[src/verilog/pkid_params.svh]
`ifndef PKID_PARAMS_SVH
`define PKID_PARAMS_SVH
`define PKID_W_FIRST     8'h3f
`define PKID_W_LAST      8'h55
`define PKID_W_MDMA      8'h3f
`define PKID_W_PIO       8'h40
`define PKID_W_MDMA_MIN  8'h41
`define PKID_W_MDMA_REC  8'h42
`define PKID_W_PIO_MIN   8'h43
`define PKID_W_PIO_IORDY 8'h44
`define PKID_W_PKT_REL   8'h47
`define PKID_W_SVC_BSY   8'h48
`define PKID_W_QDEPTH    8'h4b
`define PKID_W_MAJOR     8'h50
`define PKID_W_MINOR     8'h51
`define PKID_W_CMD_SUP   8'h52
`define PKID_W_CMD_SUP2  8'h53
`define PKID_W_CMD_EXT   8'h54
`define PKID_W_CMD_ENA   8'h55
`define PKID_SIG_VALID   16'h4000
`define PKID_MAJOR_MASK  16'h003c
`define PKID_SUP82_MASK  16'h67fb
`define PKID_SUP83_MASK  16'h0031
`define PKID_ENA85_MASK  16'h67fb
`define PKID_WB_ID       32'h00000000
`define PKID_WB_SEL      32'h00000004
`define PKID_WB_DATA     32'h00000008
`define PKID_WB_STAT     32'h0000000c
`define PKID_WORDS       9'h100
`endif

[src/verilog/pkid_pkg.sv]
package pkid_pkg;
   typedef enum logic [1:0]
   {
      PKID_IDLE  = 2'b00,
      PKID_BUSY  = 2'b01,
      PKID_DRQ   = 2'b10
   } pkid_state_t;
endpackage

[src/verilog/pkid_words.sv]
// Our own choices: register access over Wishbone and the address map.
`timescale 1ns/1ns
`include "pkid_params.svh"
module pkid_words
   import pkid_pkg::*;
(
   input  wire logic        clk_i,
   input  wire logic        rst_i,
   input  wire logic [31:0] wb_adr_i,
   input  wire logic [31:0] wb_dat_i,
   output logic      [31:0] wb_dat_o,
   input  wire logic        wb_we_i,
   input  wire logic [3:0]  wb_sel_i,
   input  wire logic        wb_cyc_i,
   input  wire logic        wb_stb_i,
   output logic             wb_ack_o,
   output logic             wb_err_o,
   input  wire logic        ident_cmd_i,
   input  wire logic        data_rd_i,
   input  wire logic        int_dis_i,
   output logic             busy_o,
   output logic             drq_o,
   output logic             intrq_o,
   output logic [15:0]      dd_o,
   input  wire logic [2:0]  mdma_sup_i,
   input  wire logic [1:0]  mdma_mode_i,
   input  wire logic        mdma_en_i,
   input  wire logic [7:0]  pio_sup_i,
   input  wire logic [15:0] mdma_min_ns_i,
   input  wire logic [15:0] mdma_rec_ns_i,
   input  wire logic [15:0] pio_min_ns_i,
   input  wire logic [15:0] pio_iordy_ns_i,
   input  wire logic [15:0] pkt_rel_ns_i,
   input  wire logic [15:0] svc_bsy_ns_i,
   input  wire logic [4:0]  qdepth_m1_i,
   input  wire logic [15:0] major_i,
   input  wire logic [15:0] minor_i,
   input  wire logic [15:0] cmd_sup_i,
   input  wire logic [15:0] cmd_sup2_i,
   input  wire logic [15:0] cmd_ena_i
);
   // ********************************************
   // word image
   // ********************************************
   logic [7:0]  word_idx;
   logic [15:0] next_word;
   logic [2:0]  mdma_sel;
   pkid_state_t state;
   logic [8:0]  rd_cnt;
   logic [7:0]  sw_idx;
   logic        rd_q;
   logic        rd_pulse;

   // selected bit only for a supported mode, so never above the top mode
   always_comb
   begin
      mdma_sel = 3'h0;
      // a higher support bit also covers the lower modes
      if (mdma_en_i && ((mdma_sup_i >> mdma_mode_i) != 3'h0) && mdma_mode_i != 2'h3)
         mdma_sel[mdma_mode_i] = 1'b1;
   end

   // reserved fields forced to zero here, not trusted to the sources
   function automatic logic [15:0] pkid_word(input logic [7:0] w);
      logic [15:0] v;
      v = 16'h0000;
      case (w)
         `PKID_W_MDMA:      v = {5'h00, mdma_sel, 5'h00, mdma_sup_i};
         `PKID_W_PIO:       v = {8'h00, pio_sup_i};
         `PKID_W_MDMA_MIN:  v = mdma_min_ns_i;
         `PKID_W_MDMA_REC:  v = mdma_rec_ns_i;
         `PKID_W_PIO_MIN:   v = pio_min_ns_i;
         `PKID_W_PIO_IORDY: v = pio_iordy_ns_i;
         `PKID_W_PKT_REL:   v = pkt_rel_ns_i;
         `PKID_W_SVC_BSY:   v = svc_bsy_ns_i;
         `PKID_W_QDEPTH:    v = {11'h000, qdepth_m1_i};
         `PKID_W_MAJOR:     v = (major_i == 16'h0000 || major_i == 16'hffff) ? major_i
                                : (major_i & `PKID_MAJOR_MASK);
         `PKID_W_MINOR:     v = minor_i;
         `PKID_W_CMD_SUP:   v = cmd_sup_i & `PKID_SUP82_MASK;
         `PKID_W_CMD_SUP2:  v = `PKID_SIG_VALID | (cmd_sup2_i & `PKID_SUP83_MASK);
         `PKID_W_CMD_EXT:   v = `PKID_SIG_VALID;
         `PKID_W_CMD_ENA:   v = cmd_ena_i & `PKID_ENA85_MASK;
         default:           v = 16'h0000;
      endcase
      return v;
   endfunction

   assign word_idx  = rd_cnt[7:0];
   assign next_word = pkid_word(word_idx);

   // ********************************************
   // identify sequence
   // ********************************************
   assign rd_pulse = data_rd_i && !rd_q;

   always_ff @(posedge clk_i)
   begin
      if (rst_i)
         rd_q <= 1'b0;
      else
         rd_q <= data_rd_i;
   end

   // busy holds one cycle while the first word is latched
   always_ff @(posedge clk_i)
   begin
      if (rst_i)
      begin
         state   <= PKID_IDLE;
         rd_cnt  <= 9'h000;
         intrq_o <= 1'b0;
      end
      else
      begin
         case (state)
            PKID_IDLE:
               if (ident_cmd_i)
               begin
                  state  <= PKID_BUSY;
                  rd_cnt <= 9'h000;
               end
            PKID_BUSY:
            begin
               state   <= PKID_DRQ;
               intrq_o <= !int_dis_i;
            end
            PKID_DRQ:
               if (rd_pulse)
               begin
                  intrq_o <= 1'b0;
                  rd_cnt  <= rd_cnt + 9'h001;
                  if (rd_cnt == `PKID_WORDS - 9'h001)
                     state <= PKID_IDLE;
               end
            default:
               state <= PKID_IDLE;
         endcase
      end
   end

   assign busy_o = (state == PKID_BUSY);
   assign drq_o  = (state == PKID_DRQ);

   always_ff @(posedge clk_i)
   begin
      if (rst_i)
         dd_o <= 16'h0000;
      else
         dd_o <= next_word;
   end

   // ********************************************
   // wishbone slave
   // ********************************************
   logic        wb_hit;
   logic [15:0] sw_word;

   assign wb_hit  = wb_cyc_i && wb_stb_i && !wb_ack_o && !wb_err_o;
   assign sw_word = pkid_word(sw_idx);

   always_ff @(posedge clk_i)
   begin
      if (rst_i)
         sw_idx <= `PKID_W_FIRST;
      else if (wb_hit && wb_we_i && wb_adr_i == `PKID_WB_SEL && wb_sel_i[0])
         sw_idx <= wb_dat_i[7:0];
   end

   always_ff @(posedge clk_i)
   begin
      if (rst_i)
      begin
         wb_ack_o <= 1'b0;
         wb_err_o <= 1'b0;
         wb_dat_o <= 32'h00000000;
      end
      else
      begin
         wb_ack_o <= 1'b0;
         wb_err_o <= 1'b0;
         if (wb_hit)
         begin
            case (wb_adr_i)
               `PKID_WB_ID:   begin wb_ack_o <= 1'b1; wb_dat_o <= 32'h00000000; end
               `PKID_WB_SEL:  begin wb_ack_o <= 1'b1; wb_dat_o <= {24'h000000, sw_idx}; end
               `PKID_WB_DATA: begin wb_ack_o <= 1'b1; wb_dat_o <= {16'h0000, sw_word}; end
               `PKID_WB_STAT: begin wb_ack_o <= 1'b1;
                                 wb_dat_o <= {20'h00000, 1'b0, rd_cnt, busy_o, drq_o}; end
               default:       begin wb_err_o <= 1'b1; wb_dat_o <= 32'h00000000; end
            endcase
         end
      end
   end

   // ********************************************
   // checks
   // ********************************************
   chk_sel_onehot: assert property (@(posedge clk_i) disable iff (rst_i)
      $onehot0(pkid_word(`PKID_W_MDMA) >> 8)) else $error("mdma select not one-hot");
   chk_sel_supported: assert property (@(posedge clk_i) disable iff (rst_i)
      mdma_sel[2] |-> mdma_sup_i[2]) else $error("mode 2 selected unsupported");
   chk_w63_reserved: assert property (@(posedge clk_i) disable iff (rst_i)
      (pkid_word(`PKID_W_MDMA) & 16'hf8f8) == 16'h0000) else $error("w63 reserved set");
   chk_w83_sig: assert property (@(posedge clk_i) disable iff (rst_i)
      pkid_word(`PKID_W_CMD_SUP2) [15:14] == 2'b01) else $error("w83 signature bad");
   chk_w84_sig: assert property (@(posedge clk_i) disable iff (rst_i)
      pkid_word(`PKID_W_CMD_EXT) == 16'h4000) else $error("w84 bad");
   chk_w75_reserved: assert property (@(posedge clk_i) disable iff (rst_i)
      pkid_word(`PKID_W_QDEPTH) == {11'h000, qdepth_m1_i}) else $error("w75 bad");
   chk_rsvd_word: assert property (@(posedge clk_i) disable iff (rst_i)
      pkid_word(8'h45) == 16'h0000) else $error("reserved word not zero");
   chk_busy_to_drq: assert property (@(posedge clk_i) disable iff (rst_i)
      (state == PKID_IDLE && ident_cmd_i) |=> busy_o ##1 (drq_o && !busy_o)) else $error("busy drq order");
   chk_data_value: assert property (@(posedge clk_i) disable iff (rst_i)
      (word_idx == `PKID_W_MDMA_MIN) |=> dd_o == $past(mdma_min_ns_i)) else $error("w65 value bad");
   chk_busy_single: assert property (@(posedge clk_i) disable iff (rst_i)
      busy_o |=> !busy_o) else $error("busy longer than one cycle");
   chk_intrq_masked: assert property (@(posedge clk_i) disable iff (rst_i)
      (state == PKID_BUSY && int_dis_i) |=> !intrq_o) else $error("intrq raised while disabled");
   chk_ack_pulse: assert property (@(posedge clk_i) disable iff (rst_i)
      wb_ack_o |=> !wb_ack_o) else $error("ack longer than one cycle");
   cov_identify: cover property (@(posedge clk_i) disable iff (rst_i) state == PKID_BUSY ##1 drq_o);
   cov_mode_refused: cover property (@(posedge clk_i) disable iff (rst_i)
      mdma_en_i && mdma_mode_i == 2'h2 && !mdma_sel[2]);
   cov_last_word: cover property (@(posedge clk_i) disable iff (rst_i) drq_o && rd_pulse && rd_cnt == 9'h0ff);
   cov_mdma2: cover property (@(posedge clk_i) disable iff (rst_i) mdma_sel[2]);
endmodule // pkid_words

[config.mk]
export PLATFORM = sky130hd
export DESIGN_NAME = pkid_words
export DESIGN_NICKNAME = d
export VERILOG_FILES = /design/src/verilog/pkid_pkg.sv /design/src/verilog/pkid_words.sv
export VERILOG_INCLUDE_DIRS = /design/src /design/src/verilog
export SDC_FILE = /design/constraint.sdc
export NUM_CORES = 1
export LEC_CHECK = 0
export ABC_CLOCK_PERIOD_IN_PS = 3350
export CAP_MARGIN = 25
export CORE_MARGIN = 2
export CORE_UTILIZATION = 35
export DETAILED_ROUTE_END_ITERATION = 7
export DONT_BUFFER_PORTS = 1
export GPL_ROUTABILITY_DRIVEN = 0
export GPL_TIMING_DRIVEN = 0
export HOLD_SLACK_MARGIN = 0.06
export RECOVER_POWER = 25
export SLEW_MARGIN = 10
export SYNTH_ARGS = -nofsm -noshare
export SYNTH_HDL_FRONTEND = slang
export SYNTH_SLANG_ARGS = --single-unit
[constraint.sdc]
create_clock -name clk_i -period 3.35 [get_ports clk_i]
set_input_delay 0.67 -clock clk_i [delete_from_list [all_inputs] [get_ports clk_i]]
set_output_delay 0.67 -clock clk_i [all_outputs]
set_load 0.05 [all_outputs]
==> reports/results.txt, run 1 <==
Status -> finished with violations
Violated checks -> design-rule violations, negative setup slack
Top Ports -> 324
PD cells -> 247 nW/µm²
Critical path peak fanout -> 10
Clock power frac -> 40.6%
Pwr Total -> 1.44 mW
Crit path cell chain -> buf_2 -> clkbuf_1 -> clkbuf_1 -> nand2_1 -> nor2_1 -> a221oi_1 -> o211ai_1 -> nand2_1 -> a31oi_1
Cts hold-fix bufs -> 0
Buf/Inv on CP -> 3
Global-route wire length before repair -> 42000 µm
Count of pins over their slew limit -> 0
Commonest non-fill, non-tap cell in the layout -> dfxtp_1
Die area -> 16400 µm²
Die W -> 128 µm
Fin crit share -> 105%
# DRC -> 35
Final hold vios -> 0
Vias in the first global route -> 6716
Crit path capture -> wb_dat_o[2]
Worst hold-check path type -> input port to flip-flop
Clock slew seen by the registers of the worst setup and hold paths -> 90 ps
Slowest stage delay, CP -> 780 ps
Worst Max-Slew Pin Slew -> 1150 ps
Asr flop ratio synth -> 0%
Setup violators final -> 5
Setup CP Type -> flip-flop to flip-flop
Synth cell types -> 74
MaxCap Viol Count -> 0
Layout cells sized above 1 -> 8.99%
Yosys warning count -> 0
Worst slew margin -> 22.6%
CP Capture Type -> flip-flop
Setup slack at placement -> -269 ps
Hpwl dp -> 22800 µm
Pin count of the biggest net entering global routing -> 21
Critical path's top delay family -> buffers and inverters
DR iter-0 viols -> 1461
CTS H-tree lvls -> 2
Mapped Cells -> 711
Post-Syn Area per Cell -> 7.56 µm²
Seq/Total Area, Yosys -> 20.5%
Yosys reg bits -> 55
Fin nets -> 1009
CP max stage cell -> clkbuf_1
Internal -> 1.01 mW
TNS Setup -> -431 ps
Placed instance area -> 5680 µm²
Layout area overhead -> 8.73%
Antenna violations before repair -> 2
Initial Util -> 35.6%
Fin util -> 38.7%
GRT Util Overall -> 34.6%
Critical path depth -> 9
Sw Share -> 29.9%
Comb power frac -> 12.2%
Rows -> 45
IR drop worst, VDD -> 0.000208 V
CTS tree -> built
Skew-Pair Late Insertion Delay -> 310 ps
RR Startpoint -> sw_idx[1]
Via/cell ratio -> 7.77
Die H -> 128 µm
WL per Instance -> 32.6 µm
DR pass1 iterations -> 8
Total number of vias -> 7168
Tmin final -> 3510 ps
F_max -> 0.285 GHz
Post-synth top flop -> dfxtp_1
Post-layout instance area -> 5840 µm²
Core Region -> 15100 µm²
R2R Path End -> wb_dat_o[2]
Unrepaired setup endpoints after global routing -> no
Worst setup SP type -> flip-flop
CTS Root Buffer Type -> clkbuf_16
Mapped Area -> 5370 µm²
Clk sink count -> 55
Final ANT Viol Nets -> 0
PortBufs -> 0
Post-synth EDFFs -> 0
# diodes -> 0
Worst Slack Setup Final -> -157 ps
Worst Setup SP -> sw_idx[1]
Leak -> 1.93 nW
Reg2reg setup slack -> -160 ps
Crit path DAT -> 3750 ps
Clk buf depth -> 2
Clock skew -> 12.1 ps
Drt total wl -> 30100 µm
Highest-count cells in the layout ignoring fill and taps -> 55 x dfxtp_1, 54 x nand2_1, 46 x nor2_1
Seq pwr share -> 47.2%
Reg2Reg Depth -> 9
Gr ovfl total -> 0
Sw Pwr -> 0.432 mW
Req. time, crit path -> 3590 ps
Filler cells -> 1645
TritonCTS buffer count -> 5
-- synthesized netlist by cell type, drive strengths merged (11+ instances only) --
library cell,count,area [µm²]
nor4,13,87.6
nand2,54,203
nor3,21,110
nand4,11,68.8
o211ai,13,97.6
nor2b,12,75.1
mux2i,30,300
buf,39,230
a21oi,33,165
a221oi,16,140
clkbuf,46,173
nor2,46,173
o21ai,25,129
a22o,31,272
nand3,30,150
dfxtp,55,1100
a32oi,17,149
a31oi,26,163
a22oi,37,278
-- sequential cells by signal (all words and copies together), names as in the netlist --
register	count
dd_o	16
wb_dat_o	16
rd_cnt	9
sw_idx	8
state	2
intrq_o	1
rd_q	1
wb_ack_o	1
wb_err_o	1
-- worst min-delay path by stage --
| stage | start | to | slack [ps] | cells after the start |
|---|---|---|---|---|
| 6_report | int_dis_i | intrq_o | 470 | 1 |
| 2_1_floorplan | rd_cnt[8] | wb_dat_o[10] | 480 | 2 |
| 3_3_place_gp | rd_cnt[8] | wb_dat_o[10] | 500 | 2 |
| 4_1_cts | int_dis_i | intrq_o | 470 | 1 |
| 5_1_grt | int_dis_i | intrq_o | 480 | 1 |
| 3_5_place_dp | rd_cnt[8] | wb_dat_o[10] | 510 | 2 |
-- cell families (layout without fill, tap and decap cells) --
logic type      after synthesis  after routing  share of synthesized area [%]
compound gates              263            263                           36.0
simple gates                247            247                           24.7
buf+inv                      95            103                           8.20
flops                        55             55                           20.5
mux                          40             40                           8.52
fa+ha+maj                     5              5                           1.16
xor+xnor                      5              5                          0.815
other cells                   1             16                         0.0698
-- power by group through the flow --
| stage | combinational, mW | sequential, mW | clock (mW) |
|---|---|---|---|
| final | 0.177 | 0.682 | 0.586 |
| after global routing | 0.188 | 0.683 | 0.610 |
| after CTS | 0.174 | 0.682 | 0.585 |
| after detailed placement | 0.173 | 0.697 | 0 |
| after global placement | 0.171 | 0.697 | 0 |
| after floorplan | 0.145 | 0.695 | 0 |
-- through the flow --
stage | hold slack [ps] | instances
6_report | 467 | 922
5_1_grt | 477 | 922
4_1_cts | 475 | 924
3_5_place_dp | 506 | 916
3_3_place_gp | 497 | 914
2_1_floorplan | 480 | 726
-- timing repair --
action / in CTS / in global routing
endpoints found under the setup margin: 10 / 11
setup buffers: 0 / 0
resized for setup: 1 / 6
-- cell type report --
cell class	instances	area [µm²]	share of cell area [%]
Multi-Input combinational cell	576	3900	66.7
Sequential cell	55	1100	18.8
Buffer	83	397	6.79
Tap cell	188	235	4.03
Clock buffer	5	125	2.14
Inverter	10	45.0	0.771
Clock inverter	3	33.8	0.578
Timing Repair Buffer	2	7.51	0.129
-- layer usage --
metal  up-vias  part of all wire (%)  global-route usage (%)
met4         2                   6.4                    15.9
met1      3250                    34                    40.9
met2       855                    40                    50.2
met5         -                  0.18                    2.48
li1       2833                     -                       -
met3       228                    20                    19.8
No activity file was read; power rests on OpenSTA's default activity.
==> run 2, diff against run 1 <==
BUFFER_PORTS_ARGS = -buffer_cell sky130_fd_sc_hd__buf_2   (was not set)
DONT_BUFFER_PORTS = not set   (was 1)
PLACE_DENSITY = 0.67   (was not set)
==> run 2 against run 1 <==
Fmax increased by 2.2%. Critical endpoint unchanged. The run still ends with design-rule violations, negative setup slack left. Design area grew 22%. Clock skew hardly changed. Sequential power down 2%. Sequential cell count stayed put. Non-clock buffer count is 259 higher. Clock power shrank 1%. Global-route usage rose by 1.1 points. Hold slack lost 8.9 ps.
==> reports/results.txt, run 2 (synthesized netlist as in run 1, its figures left out) <==
Status -> finished with violations
Violated checks -> design-rule violations, negative setup slack
Setup violators final -> 3
Vias in the first global route -> 7449
CTS H-tree lvls -> 2
Worst Slack Setup Final -> -80.0 ps
Die W -> 128 µm
Min Hold Slack -> 458 ps
Worst Max-Slew Pin Slew -> 1030 ps
Placed cells -> 1172
DR iter-0 viols -> 1703
Tmin final -> 3430 ps
Worst slew margin -> 30.6%
Total number of vias -> 8074
Setup CP Type -> flip-flop to flip-flop
Worst hold-check path type -> flip-flop to flip-flop
CTS tree -> built
WL per Instance -> 26.1 µm
Critical path's top delay family -> buffers and inverters
Initial Util -> 35.6%
Core Region -> 15100 µm²
Slowest stage delay, CP -> 680 ps
TNS Setup -> -138 ps
Crit path cell chain -> buf_2 -> clkbuf_1 -> clkbuf_1 -> nand2_1 -> nor2_1 -> a221oi_1 -> o211ai_1 -> nand2_1 -> a31oi_1
Clock skew -> 12.3 ps
Clk buf depth -> 2
PortBufs -> 257
Worst setup SP type -> flip-flop
CTS Root Buffer Type -> clkbuf_16
Count of pins over their slew limit -> 0
DR pass1 iterations -> 8
Fin nets -> 1268
Final ANT Viol Nets -> 0
Gr ovfl total -> 0
Buf/Inv on CP -> 3
Unrepaired setup endpoints after global routing -> no
Pwr Total -> 1.63 mW
Placed instance area -> 6960 µm²
Worst hold path cell count -> 2
Skew-Pair Late Insertion Delay -> 310 ps
Critical path depth -> 9
Req. time, crit path -> 3590 ps
Pin count of the biggest net entering global routing -> 21
TritonCTS buffer count -> 5
Reg2Reg Depth -> 9
Crit path DAT -> 3670 ps
Final hold vios -> 0
F_max -> 0.292 GHz
Die area -> 16400 µm²
Die H -> 128 µm
Global-route wire length before repair -> 43900 µm
CP max stage cell -> clkbuf_1
Commonest non-fill, non-tap cell in the layout -> buf_2
Top Ports -> 324
Filler cells -> 1588
Finished Layout Cells -> 1182
# DRC -> 25
Cts hold-fix bufs -> 0
Post-layout instance area -> 7110 µm²
Highest-count cells in the layout ignoring fill and taps -> 255 x buf_2, 64 x clkbuf_1, 55 x dfxtp_1
IR drop worst, VDD -> 0.000170 V
Layout cells sized above 1 -> 30.5%
MaxCap Viol Count -> 0
Largest regs -> dd_o (16), wb_dat_o (16), rd_cnt (9)
Rows -> 45
GRT Util Overall -> 35.7%
Drt total wl -> 30800 µm
Critical path peak fanout -> 10
Via/cell ratio -> 6.83
CP Capture Type -> flip-flop
Clock slew seen by the registers of the worst setup and hold paths -> 90 ps
Antenna violations before repair -> 2
PD cells -> 229 nW/µm²
Leak -> 2.93 nW
Hpwl dp -> 23400 µm
Fin crit share -> 102%
Clk sink count -> 55
Layout area overhead -> 32.3%
==> run 2: cell count changes in the layout (fill, tap and decap cells not counted), sizes merged <==
cell / delta
clkinvlp: -2
buf: +240
diode: +1
clkbuf: +19
clkinv: +2
==> run 2: per-stage QoR <==
| step | util (%) | worst slack, ps |
|---|---|---|
| 3_3_place_gp | 46.1 | -351 |
| 6_report | 47.1 | -80.0 |
| 4_1_cts | 47.1 | 74.4 |
| 3_5_place_dp | 46.1 | -188 |
| 2_1_floorplan | - | 802 |
| 5_1_grt | 47.1 | 76.0 |
==> run 2: final timing paths <==
check	slack, ps	to	start
setup reg to reg	-80	wb_dat_o[2]	sw_idx[1]
hold / removal	460	wb_dat_o[13]	wb_dat_o[13]
setup / recovery	-80	wb_dat_o[2]	sw_idx[1]
hold reg to reg	460	wb_dat_o[13]	wb_dat_o[13]
==> run 2: worst register-to-register path, cell delays in order, from the launching register on <==
cell and delay [ps]:
dfxtp_1 310, buf_2 240, clkbuf_1 660, clkbuf_1 680, nand2_1 220, nor2_1 520, a221oi_1 160, o211ai_1 190
nand2_1 180, a31oi_1 210
==> run 2: metal layers <==
layer  share of wire [%]  track usage (%)
met1                  35             43.2
met2                  41             53.5
met3                  17             15.0
met4                 6.4             19.6
met5                   0                0
==> run 2: repair_timing <==
action                                  4_1_cts  5_1_grt
endpoints found under the setup margin       10       10
resized for setup                             1        1
pin swaps                                     0        0
setup buffers                                 0        2
==> run 2: cell type report <==
cell class,count,area (µm²),share of cell area [%]
multi-input cells,576,3890,54.8
repair buffers,260,1280,18.0
flip-flops and latches,55,1100,15.5
plain buffers,84,399,5.61
well taps,188,235,3.31
clock buffers,5,125,1.76
inverters,10,37.5,0.528
clock inverters,3,31.3,0.440
diodes,1,2.50,0.0352
==> run 2: where the power goes <==
group	switching, mW	leakage, nW	internal (mW)
registers	0.00609	0.445	0.660
clock network	0.289	0.0778	0.291
logic	0.227	2.41	0.155
total	0.521	2.93	1.11
==> run 3, diff against run 2 <==
==> constraint.sdc (replaced) <==
create_clock -name clk_i -period 3.35 [get_ports clk_i]
set_input_delay 0.335 -clock clk_i [delete_from_list [all_inputs] [get_ports clk_i]]
set_output_delay 0.335 -clock clk_i [all_outputs]
set_load 0.05 [all_outputs]
==> run 3 against run 2 <==
The flow still finishes with violations (design-rule violations, negative setup slack). Power increased by 0.13%. Final cell count unchanged. Combinational power about the same. Design area about the same. Non-clock buffer count unchanged. Setup slack got worse by 22 ps. Core utilization about the same. Global-route usage unchanged. Routed wire length about the same. Sequential share of layout area about the same. Hold slack got worse by 240 ps. Largest power group unchanged. Highest routed layer unchanged.
==> reports/results.txt, run 3 (synthesized netlist as in run 1, its figures left out) <==
Status -> finished with violations
Violated checks -> design-rule violations, negative setup slack
CP max stage cell -> clkbuf_1
Total number of vias -> 8054
Buf/Inv on CP -> 3
Crit path capture -> wb_dat_o[2]
Gr ovfl total -> 0
Highest-count cells in the layout ignoring fill and taps -> 254 x buf_2, 65 x clkbuf_1, 55 x dfxtp_1
Clk sink count -> 55
Critical path depth -> 9
Antenna violations before repair -> 2
Count of pins over their slew limit -> 0
Tmin final -> 3450 ps
Setup slack at placement -> -188 ps
Crit path cell chain -> buf_2 -> clkbuf_1 -> clkbuf_1 -> nand2_1 -> nor2_1 -> a221oi_1 -> o211ai_1 -> nand2_1 -> a31oi_1
Final hold vios -> 0
Vias in the first global route -> 7449
TNS Setup -> -202 ps
CTS Root Buffer Type -> clkbuf_16
Unrepaired setup endpoints after global routing -> no
Worst Slack Setup Final -> -102 ps
Worst Setup SP -> sw_idx[1]
Die area -> 16400 µm²
MaxCap Viol Count -> 0
Clock slew seen by the registers of the worst setup and hold paths -> 90 ps
Worst slew margin -> 26.8%
PD cells -> 229 nW/µm²
Worst Max-Slew Pin Slew -> 1090 ps
TritonCTS buffer count -> 5
Core Region -> 15100 µm²
Fin crit share -> 103%
Finished Layout Cells -> 1182
Leak -> 2.93 nW
Pin count of the biggest net entering global routing -> 21
Largest regs -> dd_o (16), wb_dat_o (16), rd_cnt (9)
CTS tree -> built
CP Capture Type -> flip-flop
Placed cells -> 1172
Die H -> 128 µm
Setup CP Type -> flip-flop to flip-flop
Critical path's top delay family -> buffers and inverters
DR pass1 iterations -> 8
Die W -> 128 µm
WL per Instance -> 26.1 µm
CTS H-tree lvls -> 2
Global-route wire length before repair -> 43900 µm
Reg2Reg Depth -> 9
Skew-Pair Late Insertion Delay -> 310 ps
Worst hold-check path type -> input port to flip-flop
Top Ports -> 324
Setup violators final -> 3
Req. time, crit path -> 3590 ps
Layout area overhead -> 32.3%
Slowest stage delay, CP -> 690 ps
Layout cells sized above 1 -> 30.4%
Final ANT Viol Nets -> 0
Initial Util -> 35.6%
Critical path peak fanout -> 10
Commonest non-fill, non-tap cell in the layout -> buf_2
F_max -> 0.290 GHz
Crit path DAT -> 3690 ps
Hpwl dp -> 23400 µm
Worst setup SP type -> flip-flop
Clk buf depth -> 2
Via/cell ratio -> 6.81
IR drop worst, VDD -> 0.000168 V
# DRC -> 6
Rows -> 45
Reg2reg setup slack -> -100 ps
Drt total wl -> 30800 µm
RR Startpoint -> sw_idx[1]
PortBufs -> 257
Cts hold-fix bufs -> 0
GRT Util Overall -> 35.7%
R2R Path End -> wb_dat_o[2]
DR iter-0 viols -> 1703
Fin nets -> 1268
Clock skew -> 7.91 ps
run 3: cell types whose count changed in the layout (fill, tap and decap cells not counted):
cell / delta
clkbuf_1: +1
buf_2: -1
run 3: metrics by stage:
stage	cell area [µm²]	hold WS [ps]	total power, mW	utilization, %
after floorplan	5430	450	0.839	-
after global placement	6950	440	1.05	46.1
after detailed placement	6960	446	1.05	46.1
after CTS	7110	217	1.62	47.1
after global routing	7110	218	1.68	47.1
final	7110	219	1.63	47.1
run 3: cell type report:
| cell class | count | area, µm² |
|---|---|---|
| Antenna cell | 1 | 2.50 |
| Buffer | 84 | 399 |
| Clock buffer | 5 | 125 |
| Clock inverter | 3 | 31.3 |
| Fill cell | 1589 | 7980 |
| Inverter | 10 | 37.5 |
| Multi-Input combinational cell | 576 | 3890 |
| Sequential cell | 55 | 1100 |
| Tap cell | 188 | 235 |
| Timing Repair Buffer | 260 | 1280 |
run 3: routing by layer:
layer  GRT usage (%)  vias to the layer above  share of wire [%]
li1                -                     3351                  -
met1            43.2                     3599                 35
met2            53.5                      901                 41
met3            15.0                      203                 17
met4            19.6                        0                6.4
met5               0                        -                  0
run 3: power by group:
| group | switching (mW) | internal [mW] |
|---|---|---|
| Combinational | 0.226 | 0.155 |
| Clock | 0.291 | 0.291 |
| Sequential | 0.00606 | 0.660 |
run 3: worst min path at each step:
stage | from | depth (start not counted) | endpoint
global placement | wb_dat_o[13] | 2 | wb_dat_o[13]
floorplan | int_dis_i | 1 | intrq_o
detailed placement | wb_dat_o[13] | 2 | wb_dat_o[13]
finish | int_dis_i | 2 | intrq_o
CTS | int_dis_i | 2 | intrq_o
global route | int_dis_i | 2 | intrq_o
run 3: repair_timing:
action,in CTS,in global routing
buffers inserted,0,2
endpoints found under the setup margin,10,10
resized for setup,1,1
